<file path="src/mmcr_pkg.sv">
/*
  package for the memory map control register block: offsets, bit
  positions, reset values and address bounds.
  assumes a 20-bit cpu address space and a 32-bit classic wishbone bus.
*/
package mmcr_pkg;

  // ----------------------------------------------------------------
  // register map
  // ----------------------------------------------------------------
  localparam logic [7:0] MMCR_IDX_MODE_CTRL = 8'h05;
  localparam logic [7:0] MMCR_IDX_PROTECT = 8'h06;
  localparam logic [7:0] MMCR_IDX_MAP_STAT = 8'h07;
  localparam logic [9:0] MMCR_ADR_MODE_CTRL = 10'h014;
  localparam logic [9:0] MMCR_ADR_PROTECT = 10'h018;
  localparam logic [9:0] MMCR_ADR_MAP_STAT = 10'h01c;

  // ----------------------------------------------------------------
  // field positions
  // ----------------------------------------------------------------
  localparam int MMCR_BIT_AREA_SWITCH = 0;
  localparam int MMCR_BIT_RSV_EXPAND = 3;
  localparam int MMCR_BIT_INT_WAIT = 7;
  localparam int MMCR_BIT_WR_ENABLE = 1;
  localparam logic [7:0] MMCR_MODE_WR_MASK = 8'h8d;
  localparam logic [7:0] MMCR_MODE_RST = 8'h00;
  localparam logic [7:0] MMCR_UNDEF_READ = 8'h00;
  localparam logic [31:0] MMCR_UNMAPPED_READ = 32'h0000_0000;

  // ----------------------------------------------------------------
  // address bounds
  // ----------------------------------------------------------------
  localparam logic [19:0] MMCR_CS3_LO_NARROW = 20'h08000;
  localparam logic [19:0] MMCR_CS3_LO_WIDE = 20'h10000;
  localparam logic [19:0] MMCR_CS3_HI = 20'h26fff;
  localparam logic [19:0] MMCR_BLKA_LO = 20'h0f000;
  localparam logic [19:0] MMCR_BLKA_HI = 20'h0ffff;
  localparam logic [19:0] MMCR_RAM_LO = 20'h00400;
  localparam logic [19:0] MMCR_RAM_HI = 20'h03fff;
  localparam logic [19:0] MMCR_ROM_LO = 20'hd0000;
  localparam logic [19:0] MMCR_EXT_LO_A = 20'h04000;
  localparam logic [19:0] MMCR_EXT_HI_A = 20'h07fff;
  localparam logic [19:0] MMCR_EXT_LO_B = 20'h80000;
  localparam logic [19:0] MMCR_EXT_HI_B = 20'hcffff;
  localparam logic [1:0] MMCR_WAIT_CYCLES = 2'h1;

endpackage : mmcr_pkg

</file>
<file path="src/mmcr_top.sv">
/*
  memory map control register with write protect and map decode.
  assumes classic wishbone with 32-bit data, cpu address 20 bits.
*/
// Chosen here: the Wishbone slave port.
`timescale 1ns/1ns
module mmcr_top
  import mmcr_pkg::*;
(
  // clock and reset
  input wire logic core_clk,
  input wire logic rst_n,
  // wishbone slave
  input wire logic wb_cyc_i,
  input wire logic wb_stb_i,
  input wire logic wb_we_i,
  input wire logic [9:0] wb_adr_i,
  input wire logic [3:0] wb_sel_i,
  input wire logic [31:0] wb_dat_i,
  output logic [31:0] wb_dat_o,
  output logic wb_ack_o,
  // cpu address decode
  input wire logic [19:0] cpu_adr,
  input wire logic flash_version,
  output logic cs3_area_hit,
  output logic blk_a_enabled,
  output logic int_ram_hit,
  output logic int_rom_hit,
  output logic ext_usable,
  output logic ext_reserved,
  // internal access wait
  input wire logic int_req,
  output logic int_rdy
);

  // ----------------------------------------------------------------
  // bus decode
  // ----------------------------------------------------------------
  logic ack_r;
  logic [31:0] dat_r;
  logic [31:0] dat_nxt;
  logic [7:0] mode_r;
  logic [7:0] mode_nxt;
  logic prot_r;
  logic prot_nxt;

  wire req = wb_cyc_i && wb_stb_i && !ack_r;
  wire wr_lane0 = req && wb_we_i && wb_sel_i[0];
  wire sel_mode = (wb_adr_i == MMCR_ADR_MODE_CTRL);
  wire sel_prot = (wb_adr_i == MMCR_ADR_PROTECT);
  wire sel_stat = (wb_adr_i == MMCR_ADR_MAP_STAT);
  wire area_sw = mode_r[MMCR_BIT_AREA_SWITCH];
  wire expand = mode_r[MMCR_BIT_RSV_EXPAND];
  wire wait_en = mode_r[MMCR_BIT_INT_WAIT];

  wire mode_wr = wr_lane0 && sel_mode && prot_r;
  assign mode_nxt = mode_wr ?
    (wb_dat_i[7:0] & MMCR_MODE_WR_MASK) : mode_r;
  assign prot_nxt = (wr_lane0 && sel_prot) ?
    wb_dat_i[MMCR_BIT_WR_ENABLE] : prot_r;

  wire [7:0] stat_byte = {2'h0, ext_reserved, ext_usable, int_rom_hit,
    int_ram_hit, blk_a_enabled, cs3_area_hit};
  // unassigned bits read as fixed value
  wire [7:0] mode_rd = mode_r | (MMCR_UNDEF_READ & ~MMCR_MODE_WR_MASK);
  assign dat_nxt = !req ? dat_r :
    sel_mode ? {24'h0, mode_rd} :
    sel_prot ? {30'h0, prot_r, 1'b0} :
    sel_stat ? {24'h0, stat_byte} : MMCR_UNMAPPED_READ;

  always_ff @(posedge core_clk)
  begin
    if (!rst_n)
    begin
      ack_r <= 1'b0;
      dat_r <= 32'h0;
      mode_r <= MMCR_MODE_RST;
      prot_r <= 1'b0;
    end
    else
    begin
      ack_r <= req;
      dat_r <= dat_nxt;
      mode_r <= mode_nxt;
      prot_r <= prot_nxt;
    end
  end

  assign wb_ack_o = ack_r;
  assign wb_dat_o = dat_r;

  // ----------------------------------------------------------------
  // map decode
  // ----------------------------------------------------------------
  function automatic logic in_rng(input logic [19:0] a,
    input logic [19:0] lo, input logic [19:0] hi);
    in_rng = (a >= lo) && (a <= hi);
  endfunction : in_rng

  wire [19:0] cs3_lo = area_sw ? MMCR_CS3_LO_WIDE : MMCR_CS3_LO_NARROW;
  assign cs3_area_hit = in_rng(cpu_adr, cs3_lo, MMCR_CS3_HI);
  assign blk_a_enabled = flash_version && area_sw &&
    in_rng(cpu_adr, MMCR_BLKA_LO, MMCR_BLKA_HI);
  wire ram_lim = in_rng(cpu_adr, MMCR_RAM_LO, MMCR_RAM_HI);
  wire rom_lim = (cpu_adr >= MMCR_ROM_LO);
  wire ext_rng = in_rng(cpu_adr, MMCR_EXT_LO_A, MMCR_EXT_HI_A) ||
    in_rng(cpu_adr, MMCR_EXT_LO_B, MMCR_EXT_HI_B);
  assign int_ram_hit = expand ? (cpu_adr < MMCR_EXT_LO_A) : ram_lim;
  assign int_rom_hit = expand ? (cpu_adr >= MMCR_EXT_LO_B) : rom_lim;
  assign ext_usable = ext_rng && !expand;
  assign ext_reserved = ext_rng && expand;

  // ----------------------------------------------------------------
  // wait inserter
  // ----------------------------------------------------------------
  mmcr_wait u_wait (
    .core_clk(core_clk),
    .rst_n(rst_n),
    .wait_en(wait_en),
    .int_req(int_req),
    .int_rdy(int_rdy)
  );

  // ----------------------------------------------------------------
  // checks
  // ----------------------------------------------------------------
  a_write_blocked: assert property (@(posedge core_clk)
    disable iff (!rst_n)
    req && wb_we_i && sel_mode && !prot_r |=> $stable(mode_r))
    else $error("mode register changed while protected");
  a_write_taken: assert property (@(posedge core_clk)
    disable iff (!rst_n)
    req && wb_we_i && wb_sel_i[0] && sel_mode && prot_r |=>
    mode_r == ($past(wb_dat_i[7:0]) & MMCR_MODE_WR_MASK))
    else $error("permitted write not stored");
  a_unassigned_zero: assert property (@(posedge core_clk)
    disable iff (!rst_n) (mode_r & ~MMCR_MODE_WR_MASK) == 8'h00)
    else $error("unassigned bit stored");
  a_area_start: assert property (@(posedge core_clk)
    disable iff (!rst_n)
    cpu_adr == MMCR_CS3_LO_NARROW |-> cs3_area_hit == !area_sw)
    else $error("third area start wrong");
  a_ram_limit: assert property (@(posedge core_clk)
    disable iff (!rst_n)
    !expand && cpu_adr < MMCR_RAM_LO |-> !int_ram_hit)
    else $error("ram below limit used");
  a_ext_reserved: assert property (@(posedge core_clk)
    disable iff (!rst_n)
    expand && cpu_adr == MMCR_EXT_LO_B |-> ext_reserved && !ext_usable)
    else $error("external range not reserved");
  a_ext_usable: assert property (@(posedge core_clk)
    disable iff (!rst_n)
    !expand && cpu_adr == MMCR_EXT_HI_A |-> ext_usable)
    else $error("external range not usable");
  a_block_enable: assert property (@(posedge core_clk)
    disable iff (!rst_n)
    cpu_adr == MMCR_BLKA_LO |-> blk_a_enabled == (area_sw && flash_version))
    else $error("small block enable wrong");
  a_ack_one: assert property (@(posedge core_clk)
    disable iff (!rst_n) wb_ack_o |=> !wb_ack_o)
    else $error("ack held longer than one cycle");
  a_ack_after_req: assert property (@(posedge core_clk)
    disable iff (!rst_n) req |=> wb_ack_o)
    else $error("request not acknowledged next cycle");
  a_prot_store: assert property (@(posedge core_clk)
    disable iff (!rst_n) wr_lane0 && sel_prot |=>
    prot_r == $past(wb_dat_i[MMCR_BIT_WR_ENABLE]))
    else $error("write enable bit not stored");
  a_area_end: assert property (@(posedge core_clk)
    disable iff (!rst_n)
    cpu_adr == MMCR_CS3_HI |-> cs3_area_hit)
    else $error("third area end not decoded");
  a_area_above: assert property (@(posedge core_clk)
    disable iff (!rst_n)
    cpu_adr > MMCR_CS3_HI |-> !cs3_area_hit)
    else $error("third area decoded above its end");
  a_area_wide: assert property (@(posedge core_clk)
    disable iff (!rst_n)
    area_sw && cpu_adr < MMCR_CS3_LO_WIDE |-> !cs3_area_hit)
    else $error("third area start not moved");
  a_rom_limit: assert property (@(posedge core_clk)
    disable iff (!rst_n)
    !expand && cpu_adr < MMCR_ROM_LO |-> !int_rom_hit)
    else $error("rom below limit used");
  a_ram_whole: assert property (@(posedge core_clk)
    disable iff (!rst_n)
    expand && cpu_adr < MMCR_EXT_LO_A |-> int_ram_hit)
    else $error("internal ram not wholly usable");
  a_rom_whole: assert property (@(posedge core_clk)
    disable iff (!rst_n)
    expand && cpu_adr >= MMCR_EXT_LO_B |-> int_rom_hit)
    else $error("internal rom not wholly usable");
  a_ext_low_usable: assert property (@(posedge core_clk)
    disable iff (!rst_n)
    !expand && cpu_adr == MMCR_EXT_LO_B |-> ext_usable && !ext_reserved)
    else $error("upper external range not usable");

  c_prot_write: cover property (@(posedge core_clk)
    disable iff (!rst_n) mode_wr);
  c_blocked_write: cover property (@(posedge core_clk)
    disable iff (!rst_n) req && wb_we_i && sel_mode && !prot_r);
  c_expand_on: cover property (@(posedge core_clk)
    disable iff (!rst_n) expand && ext_reserved);

endmodule : mmcr_top

</file>
<file path="src/mmcr_wait.sv">
/*
  internal access wait inserter: stretches each internal ram or rom
  access by one cycle when the wait bit is set.
  assumes int_req is held until int_rdy is seen high.
*/
`timescale 1ns/1ns
module mmcr_wait
  import mmcr_pkg::*;
(
  // clock and reset
  input wire logic core_clk,
  input wire logic rst_n,
  // control
  input wire logic wait_en,
  // access handshake
  input wire logic int_req,
  output logic int_rdy
);

  logic [1:0] cnt_r;
  logic [1:0] cnt_nxt;
  wire done = (cnt_r == MMCR_WAIT_CYCLES);

  assign cnt_nxt = (!int_req || int_rdy) ? 2'h0 :
                   done ? cnt_r : cnt_r + 2'h1;
  assign int_rdy = int_req && (!wait_en || done);

  always_ff @(posedge core_clk)
  begin
    if (!rst_n)
      cnt_r <= 2'h0;
    else
      cnt_r <= cnt_nxt;
  end

  // ----------------------------------------------------------------
  // checks
  // ----------------------------------------------------------------
  a_wait_one_cycle: assert property (@(posedge core_clk)
    disable iff (!rst_n)
    $rose(int_req) && wait_en |-> !int_rdy ##1 int_rdy)
    else $error("wait state not exactly one cycle");
  a_nowait_direct: assert property (@(posedge core_clk)
    disable iff (!rst_n)
    int_req && !wait_en |-> int_rdy)
    else $error("access stalled without wait bit");
  c_wait_access: cover property (@(posedge core_clk)
    disable iff (!rst_n) int_rdy && wait_en);

endmodule : mmcr_wait

</file>
<file path="config.mk">
export PLATFORM = sky130hd
export DESIGN_NAME = mmcr_top
export DESIGN_NICKNAME = d
export VERILOG_FILES = /design/src/mmcr_pkg.sv /design/src/mmcr_top.sv /design/src/mmcr_wait.sv
export SDC_FILE = /design/constraint.sdc
export NUM_CORES = 1
export LEC_CHECK = 0
export CAP_MARGIN = 0
export CORE_MARGIN = 2
export CORE_UTILIZATION = 55
export CTS_BUF_LIST = sky130_fd_sc_hd__clkbuf_8
export DETAILED_ROUTE_END_ITERATION = 12
export DONT_BUFFER_PORTS = 1
export PLACE_DENSITY = 0.69
export SYNTH_ARGS = -nofsm -noshare
export SYNTH_HDL_FRONTEND = slang
export SYNTH_SLANG_ARGS = --single-unit
export TNS_END_PERCENT = 30
</file>
<file path="constraint.sdc">
create_clock -name core_clk -period 5.1 [get_ports core_clk]
set_input_delay 0.51 -clock core_clk [delete_from_list [all_inputs] [get_ports core_clk]]
set_output_delay 0.51 -clock core_clk [all_outputs]
set_load 0.03 [all_outputs]
</file>
==> metrics <==
Leak=0.000381 µW; met1 Use GR=between 20% and 30%; H-Tree Depth=1; DRT iter0 DRCs=25; Layout area overhead=-3.10%; largest net degree at the start of global routing=15; Antenna Nets Post-Route=0; measured slew at the worst slew-check pin=1.13 ns; Cell Rows=16; DR vias/cell=5.74; CTS tree=done; CP Launch Type=flip-flop; Avg WL per Cell=13.9 µm; GRT Overall Usage=around a fifth; Final Hold Viols=0; max-slew violations=0; RSZ-0062 raised after global routing=false; Congestion Overflow GR=0; Post-CTS Setup Bufs=0; Rel. slew slack=23.8%; Final GP Congestion=0.773; synth warn=0; Crit Path Class=reg -> out; peak fanout along the critical path=4; starting density of the core=between 50 and 60%; Mean Syn Cell Area=about 7.7 µm²; cts repair resizes=0; worst vdd ir=~0.00023 V; layout cells sized above 1=about 4.3%; register clock-pin slew on the reported worst setup and hold paths=0.06 ns; cts bufs inserted=3; status=finished, final reports clean; Worst EP required=4.59 ns; # fillers=200; Clock Latency Late Sink=around 0.24 ns; TritonRoute pass-1 iters=4; vias after detailed routing=965; sequential fraction of the synthesis area=27.6%; final cycle utilization of the critical path=around 55%; IO Port Bufs=0; Max Clock Freq=0.354 GHz; core area=0.00192 mm²; PwrDens=246 mW/mm²; GRT busiest layer=met2; Post-Syn Area=0.00109 mm²; clock buffer depth=2; CP endpoint kind=output pin; Die W=48.5 µm; synthesized flop and latch total=15; met3 Resource Use GR=8.33%; die height=48.5 µm; Total Nets Final=218; Mapped Cells=around 140; Max Cap Viol=0; total die area=~0.0024 mm²; Area after DPL=0.00101 mm²; IO Count=about 110; Root Buffer=clkbuf_8; Final TNS setup=0 ns; final instance area=between 0.001 and 0.0015 mm²; Yosys cell types=35; vias in the first global route=849; Remaining DRCs=0; hold_buf cts=0; met2 GRT Util=between 30% and 40%; initial antenna violation count=0; clock sinks=15; Worst Skew=0.000798 ns; Critical Path AT=2.32 ns; diodes inserted=0; HP Class=in -> reg; first-pass GRT wire length=3.91 mm; HPWL Detailed=~1.9 mm; final WL=2.34 mm; min Tclk post-route=2.83 ns; Setup violations, final=0
-- flip-flops by register name, summed over array words and instances, names as in the netlist --
| register | count |
|---|---|
| wb_dat_o | 7 |
| prot_r | 1 |
| u_wait.cnt_r | 2 |
| wb_ack_o | 1 |
| mode_r | 4 |
-- cell usage after synthesis --
cell       number  area (µm²)
a2111oi_0       1        8.76
a21boi_0        1        7.51
a21oi_1         8        40.0
a2bb2oi_1       1        8.76
a311o_1         1        10.0
a31o_2          1        8.76
a31oi_1         3        18.8
and2_1          1        6.26
and3b_1         1        8.76
and4_1          1        8.76
and4b_1         1        10.0
buf_4          25         188
clkbuf_1        4        15.0
clkinv_1        1        3.75
conb_1          1        3.75
dfxtp_1        15         300
ha_1            3        37.5
inv_1           6        22.5
nand2_1         6        22.5
nand3_1        12        60.1
nand3b_1        1        7.51
nand4_1         4        25.0
nand4b_1        1        8.76
nor2_1          9        33.8
nor2b_1         2        12.5
nor3_1          3        15.0
nor4_1          3        18.8
nor4b_2         1        15.0
o2111ai_1       1        8.76
o21a_1          4        30.0
o21ai_0         9        45.0
o31ai_1         2        15.0
or3_1           4        25.0
or4_1           4        30.0
or4b_2          1        10.0
-- cell type report --
class / count / area, µm² / share of cell area [%]
Inverter: 7 / 26.3 / 2.49
Tap cell: 27 / 33.8 / 3.20
Sequential cell: 15 / 300 / 28.4
Clock inverter: 1 / 3.75 / 0.355
Multi-Input combinational cell: 115 / 651 / 61.6
Clock buffer: 3 / 41.3 / 3.91
-- placed cells by master (no fill, tap or decap), types with 4 or more instances in the layout --
cell	count
a21oi_1	8
o21a_1	4
nand4_1	4
dfxtp_1	15
nand2_1	6
o21ai_0	9
inv_1	7
nor2_1	9
or3_1	4
nand3_1	12
or4_1	4
conb_1	25
-- where the power goes --
| part | switching, µW | internal, µW |
|---|---|---|
| sequential | 3.51 | 118 |
| clock | 39.3 | 53.2 |
| combinational | 37.9 | 7.01 |
-- logic make-up after synthesis --
logic type / after synthesis / share of synthesized area, %
flip-flops: 15 / 27.6
other: 1 / 0.344
AO/OA/AOI/OAI: 32 / 18.5
AND/OR/NAND/NOR: 55 / 29.2
buffers and inverters: 36 / 21.0
adder cells (fa/ha/maj): 3 / 3.44
-- per-stage QoR --
| step | hold slack (ns) | cells | utilization, % | setup slack [ns] | total power, µW |
|---|---|---|---|---|---|
| 3_3_place_gp | 0.405 | 164 | 52.6 | 2.46 | 169 |
| 6_report | 0.384 | 168 | 54.9 | 2.27 | 259 |
| 2_1_floorplan | 0.398 | 166 | - | 2.56 | 182 |
| 4_1_cts | 0.380 | 168 | 54.9 | 2.25 | 261 |
| 5_1_grt | 0.395 | 168 | 54.9 | 2.19 | 269 |
| 3_5_place_dp | 0.419 | 164 | 52.6 | 2.44 | 169 |
-- per-layer routing --
metal  part of all wire [%]  vias up
met1                     40      442
met3                     11        2
met5                      0        -
met4                   0.73        0
met2                     48       57
li1                       -      464
-- path summary, 6_finish.rpt --
path                                      start         endpoint  slack, ns  cells past startpoint
worst min register to register  u_wait.cnt_r[0]  u_wait.cnt_r[0]       0.42                      1
worst max-delay path                  mode_r[0]     cs3_area_hit       2.27                      5
worst max register to register        mode_r[0]      wb_dat_o[0]       3.06                      6
worst min-delay path                      rst_n      wb_dat_o[2]       0.38                      1
-- worst max-delay path, stage by stage, from the launching register on --
cell	delay, ns
dfxtp_1	0.39
inv_1	0.08
ha_1	0.27
or4b_2	0.57
nor4_1	0.38
o21a_1	0.38
(Power assumes the default switching activity.)
